`config.mk`:
```
export PLATFORM = sky130hd
export DESIGN_NAME = scc_clock_port
export DESIGN_NICKNAME = d
export VERILOG_FILES = /design/src/inc/scc_pkg.sv /design/src/logic/scc_clock_port.sv /design/src/logic/scc_prescale.sv
export SDC_FILE = /design/constraint.sdc
export NUM_CORES = 1
export LEC_CHECK = 0
export BUFFER_PORTS_ARGS = -buffer_cell sky130_fd_sc_hd__buf_2
export CELL_PAD_IN_SITES_DETAIL_PLACEMENT = 2
export CELL_PAD_IN_SITES_GLOBAL_PLACEMENT = 2
export CORE_ASPECT_RATIO = 1.4
export CORE_UTILIZATION = 43
export DETAILED_ROUTE_END_ITERATION = 12
export PLACE_DENSITY = 0.94
export SYNTH_ARGS = -nofsm -noshare
export SYNTH_HDL_FRONTEND = slang
export SYNTH_SLANG_ARGS = --single-unit
```
`constraint.sdc`:
```
create_clock -name clk_sys -period 6.78 [get_ports clk_sys]
set_input_delay 1.356 -clock clk_sys [delete_from_list [all_inputs] [get_ports clk_sys]]
set_output_delay 1.356 -clock clk_sys [all_outputs]
set_load 0.01 [all_outputs]
```
`src/inc/scc_pkg.sv`:
```
package scc_pkg;
    localparam logic [2:0]  PORT_OFFSET   = 3'h2;
    localparam int          TIME_W        = 40;
    localparam int          CLK_HZ        = 25_000_000;
    localparam int          XTAL_HZ       = 32_768;
    localparam int          PRESC_W       = 15;
    // port output bit positions
    localparam int          BIT_DIN       = 0;
    localparam int          BIT_SCLK      = 1;
    localparam int          BIT_CMD_LSB   = 2;
    localparam int          BIT_STROBE    = 5;
    // port input bit positions
    localparam int          BIT_DOUT      = 0;
    localparam int          BIT_TP        = 1;
    // time register field positions
    localparam int          SEC_LSB       = 0;
    localparam int          MIN_LSB       = 8;
    localparam int          HOUR_LSB      = 16;
    localparam int          DAY_LSB       = 24;
    localparam int          WDAY_LSB      = 32;
    localparam int          MON_LSB       = 36;
    localparam logic [7:0]  SEC_MAX       = 8'h59;
    localparam logic [7:0]  MIN_MAX       = 8'h59;
    localparam logic [7:0]  HOUR_MAX      = 8'h23;
    localparam logic [7:0]  DAY_MAX       = 8'h31;
    localparam logic [7:0]  DAY_MIN       = 8'h01;
    localparam logic [7:0]  ZERO_BCD      = 8'h00;
    localparam logic [3:0]  WDAY_MAX      = 4'h6;
    localparam logic [3:0]  MON_MAX       = 4'hB;
    localparam logic [3:0]  NIB_ZERO      = 4'h0;
    localparam logic [3:0]  BCD_NINE      = 4'h9;
    localparam logic [39:0] TIME_RESET    = 40'h0_0_01_00_00_00;
    // prescaler tap for each pulse rate (half period in xtal ticks = 2^tap)
    localparam int          TAP_64        = 8;
    localparam int          TAP_256       = 6;
    localparam int          TAP_2048      = 3;
    localparam int          TAP_32        = 9;
    typedef enum logic [2:0] {
        SCC_CMD_HOLD  = 3'h0,
        SCC_CMD_SHIFT = 3'h1,
        SCC_CMD_SET   = 3'h2,
        SCC_CMD_READ  = 3'h3,
        SCC_CMD_TP64  = 3'h4,
        SCC_CMD_TP256 = 3'h5,
        SCC_CMD_TP2K  = 3'h6,
        SCC_CMD_TEST  = 3'h7
    } scc_cmd_e;
    typedef enum logic [1:0] {
        SCC_RATE_64   = 2'h0,
        SCC_RATE_256  = 2'h1,
        SCC_RATE_2K   = 2'h3,
        SCC_RATE_TEST = 2'h2
    } scc_rate_e;
endpackage : scc_pkg

```
`src/logic/scc_clock_port.sv`:
```
`timescale 1ns/100ps
// Functional notes
// - time of day, weekday and month kept in a 40-bit shift register on bit 0
// - register holds eight BCD nibbles, a weekday nibble, then one hex month nibble
// - shift is LSB first both ways, seconds units first, month MSB last
// - seconds bits 1-8, minutes 9-16, hours 17-24, units nibble first
// - day of month 25-32, weekday 33-36, month 37-40 zero based
// - once loaded the clock advances time and date by itself
// - every month treated as 31 days long
// - forty bits read, each bit shown on input bit 0
// - latched pulse request drives interrupt request line seven, level type
// - timed pulse is a 50% square wave at 64, 256 or 2048 Hz, or 32 Hz in test mode
// - a read of the clock port (PORT_OFFSET) clears the pending timed request
// - request held in a flip-flop as a steady level until cleared
// - request set on rising edge of the timed pulse
// - timed pulse level readable any time on input bit 1
// - outputs: data, shift clock, command bits, strobe; inputs: data out, pulse
// - command codes: hold, shift, set, read, 64, 256, 2048 Hz, test 32 Hz
// - powers up in 32 Hz test mode; clock commands ignored until rate set
// - data shifted in on shift clock rise, next bit shown on fall
module scc_clock_port #(
    parameter int CLK_HZ = scc_pkg::CLK_HZ
) (
    input  wire logic       clk_sys,
    input  wire logic       rst_n,
    input  wire logic [2:0] port_addr,
    input  wire logic       port_wr,
    input  wire logic       port_rd,
    input  wire logic [7:0] port_wdata,
    output logic      [7:0] port_rdata_q,
    output logic            timed_pulse_q,
    output logic            request_line_seven_q
);
    logic [scc_pkg::PRESC_W-1:0] div_q;
    logic                        sec_tick_q;

    scc_prescale #(.CLK_HZ(CLK_HZ)) u_presc (
        .clk_sys    (clk_sys),
        .rst_n      (rst_n),
        .div_q      (div_q),
        .sec_tick_q (sec_tick_q)
    );

    function automatic logic [7:0] bcd_next(input logic [7:0] v, input logic [7:0] top,
                                            input logic [7:0] bottom);
        if (v == top)
            return bottom;
        else if (v[3:0] == scc_pkg::BCD_NINE)
            return {v[7:4] + 4'h1, scc_pkg::NIB_ZERO};
        else
            return v + 8'h01;
    endfunction : bcd_next

    function automatic logic [3:0] hex_next(input logic [3:0] v, input logic [3:0] top);
        return (v == top) ? scc_pkg::NIB_ZERO : v + 4'h1;
    endfunction : hex_next

    logic                     sel_wr;
    logic                     sel_rd;
    logic                     strobe_q, strobe_d;
    logic                     sclk_q, sclk_d;
    logic                     din_q, din_d;
    logic [2:0]               cmd_q, cmd_d;
    logic                     shift_en_q, shift_en_d;
    logic                     test_q, test_d;
    scc_pkg::scc_rate_e       rate_q, rate_d;
    logic [scc_pkg::TIME_W-1:0] sreg_q, sreg_d;
    logic [scc_pkg::TIME_W-1:0] now_q, now_d;
    logic                     dout_q, dout_d;
    logic                     tp_d;
    logic                     req_d;
    logic [7:0]               rdata_d;
    logic                     strobe_rise, sclk_rise, sclk_fall;
    logic                     cmd_go;
    logic                     c_sec, c_min, c_hour, c_day;

    assign sel_wr = port_wr && (port_addr == scc_pkg::PORT_OFFSET);
    assign sel_rd = port_rd && (port_addr == scc_pkg::PORT_OFFSET);

    // port output latch
    always_comb begin
        strobe_d = strobe_q;
        sclk_d   = sclk_q;
        din_d    = din_q;
        cmd_d    = cmd_q;
        if (sel_wr) begin
            din_d    = port_wdata[scc_pkg::BIT_DIN];
            sclk_d   = port_wdata[scc_pkg::BIT_SCLK];
            cmd_d    = port_wdata[scc_pkg::BIT_CMD_LSB +: 3];
            strobe_d = port_wdata[scc_pkg::BIT_STROBE];
        end
    end

    assign strobe_rise = strobe_d && !strobe_q;
    assign sclk_rise   = sclk_d && !sclk_q;
    assign sclk_fall   = !sclk_d && sclk_q;
    // clock commands only after a real pulse rate was chosen
    assign cmd_go      = strobe_rise && (cmd_d[2] || !test_q);

    // command decode, shift register and running calendar
    always_comb begin
        shift_en_d = shift_en_q;
        test_d     = test_q;
        rate_d     = rate_q;
        sreg_d     = sreg_q;
        now_d      = now_q;
        dout_d     = dout_q;
        c_sec      = 1'b0;
        c_min      = 1'b0;
        c_hour     = 1'b0;
        c_day      = 1'b0;
        if (sec_tick_q) begin
            c_sec  = now_q[scc_pkg::SEC_LSB +: 8] == scc_pkg::SEC_MAX;
            c_min  = c_sec && (now_q[scc_pkg::MIN_LSB +: 8] == scc_pkg::MIN_MAX);
            c_hour = c_min && (now_q[scc_pkg::HOUR_LSB +: 8] == scc_pkg::HOUR_MAX);
            c_day  = c_hour && (now_q[scc_pkg::DAY_LSB +: 8] == scc_pkg::DAY_MAX);
            now_d[scc_pkg::SEC_LSB +: 8] =
                bcd_next(now_q[scc_pkg::SEC_LSB +: 8], scc_pkg::SEC_MAX, scc_pkg::ZERO_BCD);
            if (c_sec)
                now_d[scc_pkg::MIN_LSB +: 8] =
                    bcd_next(now_q[scc_pkg::MIN_LSB +: 8], scc_pkg::MIN_MAX, scc_pkg::ZERO_BCD);
            if (c_min)
                now_d[scc_pkg::HOUR_LSB +: 8] =
                    bcd_next(now_q[scc_pkg::HOUR_LSB +: 8], scc_pkg::HOUR_MAX, scc_pkg::ZERO_BCD);
            if (c_hour) begin
                now_d[scc_pkg::DAY_LSB +: 8] =
                    bcd_next(now_q[scc_pkg::DAY_LSB +: 8], scc_pkg::DAY_MAX, scc_pkg::DAY_MIN);
                now_d[scc_pkg::WDAY_LSB +: 4] =
                    hex_next(now_q[scc_pkg::WDAY_LSB +: 4], scc_pkg::WDAY_MAX);
            end
            if (c_day)
                now_d[scc_pkg::MON_LSB +: 4] =
                    hex_next(now_q[scc_pkg::MON_LSB +: 4], scc_pkg::MON_MAX);
        end
        if (cmd_go) begin
            shift_en_d = 1'b0;
            case (scc_pkg::scc_cmd_e'(cmd_d))
                scc_pkg::SCC_CMD_HOLD:  shift_en_d = 1'b0;
                scc_pkg::SCC_CMD_SHIFT: shift_en_d = 1'b1;
                scc_pkg::SCC_CMD_SET:   now_d = sreg_q;
                scc_pkg::SCC_CMD_READ: begin
                    sreg_d = now_q;
                    dout_d = now_q[0];
                end
                scc_pkg::SCC_CMD_TP64: begin
                    rate_d = scc_pkg::SCC_RATE_64;
                    test_d = 1'b0;
                end
                scc_pkg::SCC_CMD_TP256: begin
                    rate_d = scc_pkg::SCC_RATE_256;
                    test_d = 1'b0;
                end
                scc_pkg::SCC_CMD_TP2K: begin
                    rate_d = scc_pkg::SCC_RATE_2K;
                    test_d = 1'b0;
                end
                default: begin
                    rate_d = scc_pkg::SCC_RATE_TEST;
                    test_d = 1'b1;
                end
            endcase
        end else if (shift_en_q && sclk_rise) begin
            sreg_d = {din_d, sreg_q[scc_pkg::TIME_W-1:1]};
        end else if (shift_en_q && sclk_fall) begin
            dout_d = sreg_q[0];
        end
    end

    // timed pulse, request latch, read data
    always_comb begin
        case (rate_q)
            scc_pkg::SCC_RATE_64:   tp_d = div_q[scc_pkg::TAP_64];
            scc_pkg::SCC_RATE_256:  tp_d = div_q[scc_pkg::TAP_256];
            scc_pkg::SCC_RATE_2K:   tp_d = div_q[scc_pkg::TAP_2048];
            default:                tp_d = div_q[scc_pkg::TAP_32];
        endcase
        req_d = request_line_seven_q;
        if (sel_rd)
            req_d = 1'b0;
        if (tp_d && !timed_pulse_q)
            req_d = 1'b1;
        rdata_d = 8'h00;
        rdata_d[scc_pkg::BIT_DOUT] = dout_q;
        rdata_d[scc_pkg::BIT_TP]   = timed_pulse_q;
    end

    always_ff @(posedge clk_sys or negedge rst_n) begin
        if (!rst_n) begin
            strobe_q             <= 1'b0;
            sclk_q               <= 1'b0;
            din_q                <= 1'b0;
            cmd_q                <= 3'h0;
            shift_en_q           <= 1'b0;
            test_q               <= 1'b1;
            rate_q               <= scc_pkg::SCC_RATE_TEST;
            sreg_q               <= '0;
            now_q                <= scc_pkg::TIME_RESET;
            dout_q               <= 1'b0;
            timed_pulse_q        <= 1'b0;
            request_line_seven_q <= 1'b0;
            port_rdata_q         <= 8'h00;
        end else begin
            strobe_q             <= strobe_d;
            sclk_q               <= sclk_d;
            din_q                <= din_d;
            cmd_q                <= cmd_d;
            shift_en_q           <= shift_en_d;
            test_q               <= test_d;
            rate_q               <= rate_d;
            sreg_q               <= sreg_d;
            now_q                <= now_d;
            dout_q               <= dout_d;
            timed_pulse_q        <= tp_d;
            request_line_seven_q <= req_d;
            port_rdata_q         <= rdata_d;
        end
    end

    property p_req_set;
        @(posedge clk_sys) disable iff (!rst_n)
            $rose(timed_pulse_q) |-> request_line_seven_q;
    endproperty
    a_req_set: assert property (p_req_set) else $error("request not set on pulse rise");

    property p_req_clear;
        @(posedge clk_sys) disable iff (!rst_n)
            (sel_rd && !(tp_d && !timed_pulse_q)) |=> !request_line_seven_q;
    endproperty
    a_req_clear: assert property (p_req_clear) else $error("port read did not clear request");

    property p_req_hold;
        @(posedge clk_sys) disable iff (!rst_n)
            (request_line_seven_q && !sel_rd) |=> request_line_seven_q;
    endproperty
    a_req_hold: assert property (p_req_hold) else $error("request dropped without read");

    property p_test_block;
        @(posedge clk_sys) disable iff (!rst_n)
            (test_q && strobe_rise && !cmd_d[2]) |=> (now_q == $past(now_q) || $past(sec_tick_q))
                && sreg_q == $past(sreg_q);
    endproperty
    a_test_block: assert property (p_test_block) else $error("clock command ran in test mode");

    property p_shift_in;
        @(posedge clk_sys) disable iff (!rst_n)
            (shift_en_q && sclk_rise && !strobe_rise)
                |=> sreg_q == {$past(din_d), $past(sreg_q[scc_pkg::TIME_W-1:1])};
    endproperty
    a_shift_in: assert property (p_shift_in) else $error("shift register did not take data bit");

    property p_read_cmd;
        @(posedge clk_sys) disable iff (!rst_n)
            (cmd_go && cmd_d == scc_pkg::SCC_CMD_READ) |=> sreg_q == $past(now_q) ##1 port_rdata_q[0] == sreg_q[0];
    endproperty
    a_read_cmd: assert property (p_read_cmd) else $error("read command did not copy time");

    property p_set_cmd;
        @(posedge clk_sys) disable iff (!rst_n)
            (cmd_go && cmd_d == scc_pkg::SCC_CMD_SET) |=> now_q == $past(sreg_q);
    endproperty
    a_set_cmd: assert property (p_set_cmd) else $error("set command did not load clock");

    property p_tp_rate;
        @(posedge clk_sys) disable iff (!rst_n)
            (rate_q == scc_pkg::SCC_RATE_2K) |=> timed_pulse_q == $past(div_q[scc_pkg::TAP_2048]);
    endproperty
    a_tp_rate: assert property (p_tp_rate) else $error("pulse not at 2048 Hz tap");

    property p_rd_tp;
        @(posedge clk_sys) disable iff (!rst_n)
            ##1 port_rdata_q[scc_pkg::BIT_TP] == $past(timed_pulse_q) && port_rdata_q[7:2] == 6'h00;
    endproperty
    a_rd_tp: assert property (p_rd_tp) else $error("read data does not show pulse level");

    property p_dout_fall;
        @(posedge clk_sys) disable iff (!rst_n)
            (shift_en_q && sclk_fall && !strobe_rise) |=> dout_q == $past(sreg_q[0]);
    endproperty
    a_dout_fall: assert property (p_dout_fall) else $error("next bit not shown on shift clock fall");

    property p_tick_step;
        @(posedge clk_sys) disable iff (!rst_n)
            (sec_tick_q && !cmd_go) |=> now_q != $past(now_q);
    endproperty
    a_tick_step: assert property (p_tick_step) else $error("calendar did not advance on tick");

    property p_idle_time;
        @(posedge clk_sys) disable iff (!rst_n)
            (!sec_tick_q && !cmd_go) |=> now_q == $past(now_q);
    endproperty
    a_idle_time: assert property (p_idle_time) else $error("calendar moved between ticks");

    property p_rate_pick;
        @(posedge clk_sys) disable iff (!rst_n)
            (cmd_go && cmd_d[2] && cmd_d != scc_pkg::SCC_CMD_TEST) |=> !test_q;
    endproperty
    a_rate_pick: assert property (p_rate_pick) else $error("pulse rate did not leave test mode");
endmodule : scc_clock_port

```
`src/logic/scc_prescale.sv`:
```
`timescale 1ns/100ps
module scc_prescale #(
    parameter int CLK_HZ = scc_pkg::CLK_HZ
) (
    input  wire logic                       clk_sys,
    input  wire logic                       rst_n,
    output logic [scc_pkg::PRESC_W-1:0]     div_q,
    output logic                            sec_tick_q
);
    logic [31:0]                 acc_q;
    logic [31:0]                 acc_d;
    logic [scc_pkg::PRESC_W-1:0] div_d;
    logic                        sec_tick_d;

    // fractional accumulator: average xtal tick rate from the system clock
    always_comb begin
        acc_d      = acc_q + 32'(scc_pkg::XTAL_HZ);
        div_d      = div_q;
        sec_tick_d = 1'b0;
        if (acc_d >= 32'(CLK_HZ)) begin
            acc_d = acc_d - 32'(CLK_HZ);
            div_d = div_q + scc_pkg::PRESC_W'(1);
            sec_tick_d = &div_q;
        end
    end

    always_ff @(posedge clk_sys or negedge rst_n) begin
        if (!rst_n) begin
            acc_q      <= '0;
            div_q      <= '0;
            sec_tick_q <= 1'b0;
        end else begin
            acc_q      <= acc_d;
            div_q      <= div_d;
            sec_tick_q <= sec_tick_d;
        end
    end
endmodule : scc_prescale

```
---- Word level (Yosys, flattened, before mapping) ----
Cells that the tools add are included.
word-level totals
  input port bits ......................... 15
  latch bits .............................. 0
  logic and storage cells ................. 117
  RAM bits ................................ 0
  memories kept ........................... 0
  output and inout port bits .............. 10
  bits in registers ....................... 143
  bits in read-only memories .............. 0
operators by class
  add/sub/neg operators ................... 13
  bitwise operators ....................... 1
  eq/ne operators ......................... 21
  shift operators ......................... 0
  $lt $le $gt $ge ......................... 1
  mux-type cells .......................... 36
  reductions and logical operators ........ 29
  multipliers ............................. 0
  divide/modulo/power cells ............... 0
operator list
  cell                                                                 number
  two-way mux 40 bit                                                   6
  two-way mux 8 bit                                                    10
  adder 32 x 16 -> 32 bit, second input constant                       1
  adder 8 x 1 -> 8 bit, second input constant                          4
  greater-or-equal comparator 32 x 25 -> 1 bit, second input constant  1
  two-way mux 32 bit                                                   1
  subtractor 32 x 25 -> 32 bit, second input constant                  1
  adder 4 x 1 -> 4 bit, second input constant                          6
  equality test 4 bit, second input constant                           5
  equality test 8 x 6 -> 1 bit, second input constant                  2
  equality test 8 x 7 -> 1 bit, second input constant                  2
  adder 15 x 1 -> 15 bit, second input constant                        1
  AND reduction 15 bit                                                 1
  logical AND 1 bit                                                    12
  two-way mux 12 bit                                                   1
  two-way mux 4 bit                                                    3
  two-way mux 1 bit                                                    11
  equality test 3 x 2 -> 1 bit, second input constant                  3
  equality test 3 bit, second input constant                           3
  one-hot mux 2 bit (4 select lines)                                   1
  nonzero test 2 bit                                                   3
  logical NOT 1 bit                                                    5
  equality test 4 x 3 -> 1 bit, second input constant                  1
  AND reduction 2 bit                                                  2
  15 further kinds                                                     15

---- Longest topological paths before layout ----
Gate-level depths: netlist of the first run.
  depth in word-level cells ............... 9
  depth in mapped cells ................... 13
  depth with buffers taken out ............ 10

---- By module ----
A second synthesis of the first run with hierarchy kept.
unflattened totals
  cell total of the unflattened synthesis .. 890
  area total of the unflattened synthesis .. 8,276.7 µm²
by module, submodules not included
  module          sequential area each (µm²)  cells an instance  instances  area an instance (µm²)
  scc_clock_port  2,356.0                     591                1          5,348.9
  scc_prescale    1,051.0                     299                1          2,927.8

---- Worst setup path before layout of the first run ----
OpenSTA, ideal clock, no wires.
  path kind ............................... input-to-reg
  start point ............................. input port_addr[0]
  end point ............................... register now_q[29] in the netlist's numbering
  arrival time ............................ 3.269 ns
  path buffers ............................ 3
  cell stages on the path ................. 9
  data required time ...................... 6.655 ns
  setup time .............................. 0.125 ns
  setup slack ............................. 3.386 ns
  path through ............................ nor4bb_1 > buf_2 > and3b_1 > o21ai_1 > buf_2 > or2_1 > nor3_2 > buf_2 > mux2_2
on the way
  word-level cells in the longest chain between the ends .. 6
  elaborated cells between the ends (all ways) .. 10
  those cells by class .................... 2 x eq/ne; 4 x mux; 4 x reduce/logical
ends and longest elaborated chain
  what                                                            line                                         text
  from (decl)                                                     scc_clock_port.sv:26                         input wire logic [2:0] port_addr,
  equality test 3 x 2 -> 1 bit *                                  scc_clock_port.sv:77                         assign sel_wr = port_wr && (port_addr == scc_pkg::PORT_OFFSET);
  logical AND 1 bit *                                             scc_clock_port.sv:77
  two-way mux 3 bit / two-way mux 1 bit (equally long branches)   scc_clock_port.sv:86                         if (sel_wr) begin
  equality test 3 x 2 -> 1 bit, or another cell as far along      scc_clock_port.sv:137                        case (scc_pkg::scc_cmd_e'(cmd_d))
  two-way mux 40 bit / logical AND 1 bit (equally long branches)  scc_clock_port.sv:137, scc_clock_port.sv:98
  two-way mux 40 bit *                                            scc_clock_port.sv:135                        if (cmd_go) begin
  net now_d (one bit)                                             scc_clock_port.sv:68                         logic [scc_pkg::TIME_W-1:0] now_q, now_d;
  to (signal assigned)                                            scc_clock_port.sv:197                        now_q <= scc_pkg::TIME_RESET;
  to (signal assigned)                                            scc_clock_port.sv:211                        now_q <= now_d;
  to (decl)                                                       scc_clock_port.sv:68
The timed path passes the listed nets; every way through them passes the cells marked *.
A chain may end at the register's enable or synchronous reset.

---- Worst setup path in the final report of the first run ----
  start point ............................. input port_addr[1]
  end point ............................... register sreg_q[21] in the netlist's numbering
on the way
  word-level cells in the longest chain between the ends .. 7
  elaborated cells between the ends (all ways) .. 15
  those cells by class .................... 3 x eq/ne; 4 x mux; 8 x reduce/logical
ends and longest elaborated chain
  what                                                       line                   text
  equality test 3 x 2 -> 1 bit *                             scc_clock_port.sv:77
  logical AND 1 bit *                                        scc_clock_port.sv:77
  branches (longest 5 deep; another with two-way mux 3 bit)  --
  to (signal assigned)                                       scc_clock_port.sv:210  sreg_q <= sreg_d;
  to (decl)                                                  scc_clock_port.sv:67   logic [scc_pkg::TIME_W-1:0] sreg_q, sreg_d;
Every way passes the cells marked *.

==> results of run 1 <==
## stage by stage
stage                     setup WS, ns  area [um2]
final                             2.59        8720
after global routing              2.43        8720
after CTS                         2.58        8720
after detailed placement          2.25        8060
after global placement            2.41        8060
after floorplan                   3.39        7900
## worst register-to-register path, stage by stage, from the launching register on
cell,delay (ns)
dfrtp_1,0.58
ha_1,0.42
and4_1,0.43
xnor2_1,0.12
o21bai_1,0.24
a31o_2,0.25
o311a_1,0.33
or2_1,0.40
buf_4,0.41
nand4_1,0.25
xnor2_1,0.28
## flip-flops by register name, summed over array words and instances (netlist names), 2 cells and up
register and cells:
cmd_q 3, rate_q 2, now_q 40, sreg_q 40, u_presc.div_q 15, u_presc.acc_q 26
port_rdata_q 2
## report_power, final
group          total, mW  switching, mW  internal, mW
combinational      0.550          0.325         0.225
clock               1.07          0.385         0.682
sequential          1.24          0.239         0.997
total               2.85          0.949          1.90
## area by class of cell
cell class	count	area [um2]	area share
inverters	31	116	0.0133
well taps	240	300	0.0344
repair buffers	23	139	0.0159
multi-input cells	623	4070	0.467
flip-flops and latches	137	3430	0.393
clock inverters	11	191	0.0219
clock buffers	21	470	0.0539
## logic make-up (layout without fill, tap and decap cells)
logic type                 after synthesis  after routing  synth area share
DFF                                    137            137             0.435
other                                    1              6          0.000476
AOI/OAI and AO/OA                      195            195             0.149
xor gates and xnor gates                63             63            0.0700
adders and majority gates               22             22            0.0349
buffers and inverters                   88             86            0.0536
and+or+nand+nor                        291            291             0.195
muxes                                   46             46            0.0614
## path summary, 6_finish.rpt
path                                                  to  slack, ns  cells past startpoint
max                               sreg_q[21]$_DFFE_PN0P_       2.59                     10
min                            port_rdata_q[1]$_DFF_PN0_       0.40                      0
max reg2reg                  u_presc.acc_q[31]$_DFF_PN0_       2.98                     10
min reg2reg                    port_rdata_q[1]$_DFF_PN0_       0.40                      0
max in group asynchronous  u_presc.acc_q[10]$_DFFE_PN0P_       4.57                      2
min in group asynchronous             now_q[4]$_DFF_PN0_       1.00                      1
## routing by layer
metal,GRT usage,up-vias
met5,0,-
met1,0.335,3445
li1,-,2932
met4,0.152,0
met2,0.543,171
met3,0.0522,87
## synth_stat cells (10+ instances only)
master,instances
inv_1,31
o21ai_0,54
nor3_1,18
nand2_1,79
nand4_1,18
ha_1,22
nor2b_1,10
mux2i_1,39
nand3_1,28
buf_2,23
and3_1,18
xor2_1,20
a21oi_1,78
buf_4,13
dfrtp_1,134
clkbuf_1,18
xnor2_1,43
nor2_1,76
o31ai_1,11
==> impl_results.md, run 1 <==
* WL/cell at ~24 um
* 1st-iter DRT viols at 316
* Cell mode on critical path: buf_4
* Slew Limit Fails at 0
* Post-Route Utilization at 0.487
* Status: complete, no violations
* Tot Pwr at ~2.9 mW
* Pwr/cell area at 327 mW/mm2
* DR vias/cell at 6.11
* CTS tree: done
* Wl on met1 at just over 10000 um
* Share of layout cells above drive strength 1 at 0.104
* Worst Path Max Fanout at 54
* Worst skew pair latency at roughly 0.44 ns
* Final hold slack at between 0.4 and 0.5 ns
* Max-capacitance violation count at 0
* First-pass GRT wire length at roughly 43000 um
* Wire length on met2 at ~14000 um
* Synthesized netlist cell count at between 800 and 900
* Post-synthesis cell type count at 75
* Final setup fails at 0
* Detailed Route WL at approximately 26000 um
* Post-CTS Setup Inserts at 0
* DIE WIDTH at ~120 um
* Worst vdd rail ir drop at between 0.2 and 0.25 mV
* Commonest non-fill, non-tap cell in the layout: dfrtp_1
* Die Y at approximately 160 um
* Crit path from: port_addr[1]
* Synth Flop Type: dfrtp_1
* Area grow syn2layout at 10.6%
* Min-Delay Startpoint: timed_pulse_q$_DFF_PN0_
* Antenna violations before repair at 0
* Crit-path slowest cell: a41o_2
* Register area share after synthesis at 0.435
* Rows at 58
* GRT Overall Usage at 0.302
* Critical path startpoint category: input pin
* Crit path DAT at 4.54 ns
* TritonRoute pass-1 iters at 5
* Fin crit period at 4.19 ns
* Slew margin rel. at 0.374
* Clock tree buffer depth at 2
* Critical path data required time at between 7 and 8 ns
* # DRC at 0
* Die Area at about 0.019 mm2
* Crit path max-delay family: buffers and inverters
* Nets at 870
* Starting Density at 0.440
* Avg Cell Area, Syn at 9.35 um2
* Max frequency at between 200 and 250 MHz
* Hold_buf cts at 0
* Endpoints failing hold at 0
* Cts bufs inserted at 17
* Dpl cells at around 1100
* Most frequent cells in the layout: dfrtp_1, nand2_1, a21oi_1
* Share of the synthesized area in the top cell type at 0.425
* Largest net degree at the start of global routing at 89
* CTS Root Cell: clkbuf_16
* Post-cts sizing count at 0
* Synth warn at 0
* Ports at 25
* Core area at ~0.018 mm2
* Placer Congestion at between 0.7 and 0.8
* #FFs+latches synth at 137
* H-tree levels at 4
* CP peak stage delay at between 0.9 and 1 ns
* Vias at around 6600
* Setup TNS at 0 ns
* N_diodes at 0
* Post-synth EDFFs at 0
* Layout fillers at between 1500 and 2000
* Worst slew pin tran at between 0.9 and 1 ns
* Post-DP HPWL at 16000 um
* Buffers & Inverters on Critical Path at 4
* Post-synthesis async set-or-reset flop share at 1.00
* Vias in the first global route at around 7500
* Synth area leaders: dfrtp_1, a21oi_1, mux2i_1, xnor2_1, nand2_1
* Input/output buffers at 16
* Post-synthesis cell area at around 0.0079 mm2
* Crit share post-route at 0.618
* CP endpoint kind: flop
* Static Leakage at a little under 4 nW
* Total gr overflow at 0
* Clk slew on worst S/H paths at 0.06 ns
* WS Path Type: in2reg
* Clock sinks at 137
* Met3 wire len at about 720 um
* Post-synth top area cell: dfrtp_1
* Final Non-Filler Cells at between 1000 and 1500
* Skew final at around 0.011 ns
* Routed Antenna Nets at 0
* Hold WC Path Type: reg2reg
* CP Cell Sequence: buf_2 -> nor4bb_2 -> buf_4 -> and3b_1 -> o21ai_4 -> buf_4 -> a41o_2 -> buf_4 -> nor2_1 -> a21oi_1
* Highest Signal Layer: met4
* Critical R2R Launch: u_presc.acc_q[15]$_DFF_PN0_
* RSZ-0062 raised after global routing: no
Power figures use the tool's default switching activity.
==> run 2, diff against run 1 <==
Settings changed: CORE_UTILIZATION 43 to 40, PLACE_DENSITY 0.94 to 0.89.
Clock period 6.78 ns to 4.23 ns, I/O delays scaled along.
==> impl_results.md, run 2 (synthesis results as in run 1) <==
* DIE WIDTH at 121 um (was 116 um)
* Commonest non-fill, non-tap cell in the layout: dfrtp_1 (unchanged)
* Post-CTS Setup Inserts at 0 (unchanged)
* Input/output buffers at 16 (unchanged)
* Status: complete, no violations (unchanged)
* R2R depth at 10 (unchanged)
* Hold_buf cts at 0 (unchanged)
* Routed Antenna Nets at 0 (unchanged)
* Static Leakage at 3.88 nW (was 3.87 nW)
* Vias in the first global route at 7465 (was 7528)
* Min-Delay Startpoint: dout_q$_DFFE_PN0P_ (was timed_pulse_q$_DFF_PN0_)
* Core area at 0.0193 mm2 (was 0.0179 mm2)
* Post-DP HPWL at 14700 um (was 16000 um)
* Final setup fails at 0 (unchanged)
* R2R Setup Slk at 0.68 ns (was 2.98 ns)
* Antenna violations before repair at 0 (unchanged)
* CP endpoint kind: flop (unchanged)
* Area grow syn2layout at 11.0% (was 10.6%)
* Post-cts sizing count at 0 (unchanged)
* Nets at 877 (was 870)
* Pwr/cell area at 503 mW/mm2 (was 327 mW/mm2)
* GRT Overall Usage at 0.255 (was 0.302)
* CTS Root Cell: clkbuf_16 (unchanged)
* Hold EP: port_rdata_q[0]$_DFF_PN0_ (was port_rdata_q[1]$_DFF_PN0_)
* WL/cell at 21.9 um (was 24.4 um)
* Endpoints failing hold at 0 (unchanged)
* Area of the multi-input gates at 0.00407 mm2 (unchanged)
* Hold Crit Depth at 0 (unchanged)
* Setup TNS at 0 ns (unchanged)
* RSZ-0062 raised after global routing: no (unchanged)
* Worst slew pin tran at 0.777 ns (was 0.940 ns)
* Crit path DAT at 3.91 ns (was 4.54 ns)
* Tot Pwr at 4.40 mW (was 2.85 mW)
* Worst vdd rail ir drop at 0.318 mV (was 0.209 mV)
* Vias at 6445 (was 6635)
* Ports at 25 (unchanged)
* Critical path startpoint category: flop (was input pin)
* Worst r2r dst: u_presc.sec_tick_q$_DFF_PN0_ (was u_presc.acc_q[31]$_DFF_PN0_)
* Die Area at 0.0203 mm2 (was 0.0189 mm2)
* Hold WC Path Type: reg2reg (unchanged)
* WS Path Type: reg2reg (was in2reg)
* Worst skew pair latency at 0.43 ns (was 0.44 ns)
* Max-capacitance violation count at 0 (unchanged)
* Max frequency at ~280 MHz
* Critical R2R Launch: u_presc.acc_q[15]$_DFF_PN0_ (unchanged)
* TritonRoute pass-1 iters at 4 (was 5)
* Critical path data required time at 4.59 ns (was 7.14 ns)
* Clock sinks at 137 (unchanged)
* Share of layout cells above drive strength 1 at 0.110 (was 0.104)
* Slew Limit Fails at 0 (unchanged)
* Rows at 60 (was 58)
* Detailed Route WL at 24100 um (was 26500 um)
* Starting Density at 0.409 (was 0.440)
* Placer Congestion at 0.751 (was 0.782)
* 1st-iter DRT viols at 301 (was 316)
* # DRC at 0 (unchanged)
* Clk slew on worst S/H paths at 0.06 ns (about the same)
* Worst Path Max Fanout at 14 (was 54)
* Layout fillers at 2088 (was 1864)
* H-tree levels at 4 (unchanged)
* First-pass GRT wire length at 40400 um (was 42700 um)
* Clock tree buffer depth at 2 (unchanged)
* Cts bufs inserted at 17 (unchanged)
* Fin crit period at approximately 3.5 ns
* Skew final at 0.0114 ns (was 0.0112 ns)
* Largest net degree at the start of global routing at 81 (was 89)
* N_diodes at 0 (unchanged)
* Biggest regs: now_q (40), sreg_q (40), u_presc.acc_q (26) (unchanged)
* FF/Latch Area at 0.00343 mm2 (unchanged)
* CTS tree: done (unchanged)
* Slew margin rel. at 0.482 (was 0.374)
* Most frequent cells in the layout: dfrtp_1, nand2_1, a21oi_1 (unchanged)
* Crit share post-route at 0.839
* DR vias/cell at 5.85 (was 6.11)
* Total gr overflow at 0 (unchanged)
* Die Y at 168 um (was 162 um)
run 2: changes by cell type in the layout (fill, tap and decap cells not counted):
cell | before | now
clkinv_4 | 0 | 1
clkbuf_1 | 1 | 2
buf_12 | 0 | 2
bufinv_16 | 5 | 3
clkinv_2 | 2 | 3
clkbuf_8 | 3 | 2
buf_4 | 7 | 12
run 2: final cells by class:
| type | instances | area share |
|---|---|---|
| multi-input cells | 623 | 0.465 |
| repair buffers | 30 | 0.0247 |
| clock buffers | 21 | 0.0526 |
| well taps | 248 | 0.0354 |
| clock inverters | 11 | 0.0166 |
| inverters | 31 | 0.0133 |
| flip-flops and latches | 137 | 0.392 |
run 2: power by group:
part	switching [mW]	internal (mW)	total, mW
Combinational	0.501	0.362	0.863
Sequential	0.367	1.60	1.96
Clock	0.615	0.959	1.57
run 2: critical path: stages (launching register included):
cell	delay, ns
dfrtp_1	0.58
ha_1	0.39
and4_1	0.40
xnor2_1	0.11
o21bai_1	0.21
a31o_2	0.24
o311a_1	0.31
or2_1	0.54
buf_4	0.32
and3_1	0.17
and4_1	0.20
run 2: metrics by stage:
step / instance area (um2) / worst slack [ns] / instances / util / hold slack (ns)
6_report: 8750 / 0.682 / 1101 / 0.454 / 0.386
5_1_grt: 8750 / 0.409 / 1101 / 0.454 / 0.413
4_1_cts: 8750 / 0.614 / 1101 / 0.454 / 0.387
3_5_place_dp: 8150 / 0.626 / 1069 / 0.422 / 0.374
3_3_place_gp: 8150 / 0.768 / 1069 / 0.422 / 0.363
2_1_floorplan: 7900 / 1.35 / 848 / - / 0.354
run 2: per-layer routing:
| layer | vias up | GRT usage | routed length, um |
|---|---|---|---|
| met4 | 0 | 0.0870 | 504 |
| met3 | 44 | 0.0447 | 548 |
| met1 | 3367 | 0.288 | 9670 |
| met5 | - | 0 | 0 |
| li1 | 2945 | - | - |
| met2 | 89 | 0.475 | 13400 |
run 2: worst max path at each step:
stage,to,cells after the start,slack (ns),from
after floorplan,now_q[29]$_DFF_PN0_,9,1.35,port_addr[0]
after global placement,u_presc.div_q[1]$_DFFE_PN0P_,9,0.77,u_presc.acc_q[15]$_DFF_PN0_
after detailed placement,u_presc.div_q[8]$_DFFE_PN0P_,10,0.63,u_presc.acc_q[15]$_DFF_PN0_
after CTS,u_presc.div_q[8]$_DFFE_PN0P_,10,0.61,u_presc.acc_q[15]$_DFF_PN0_
after global routing,u_presc.acc_q[14]$_DFFE_PN0P_,10,0.41,u_presc.acc_q[15]$_DFF_PN0_
final,u_presc.sec_tick_q$_DFF_PN0_,10,0.68,u_presc.acc_q[15]$_DFF_PN0_
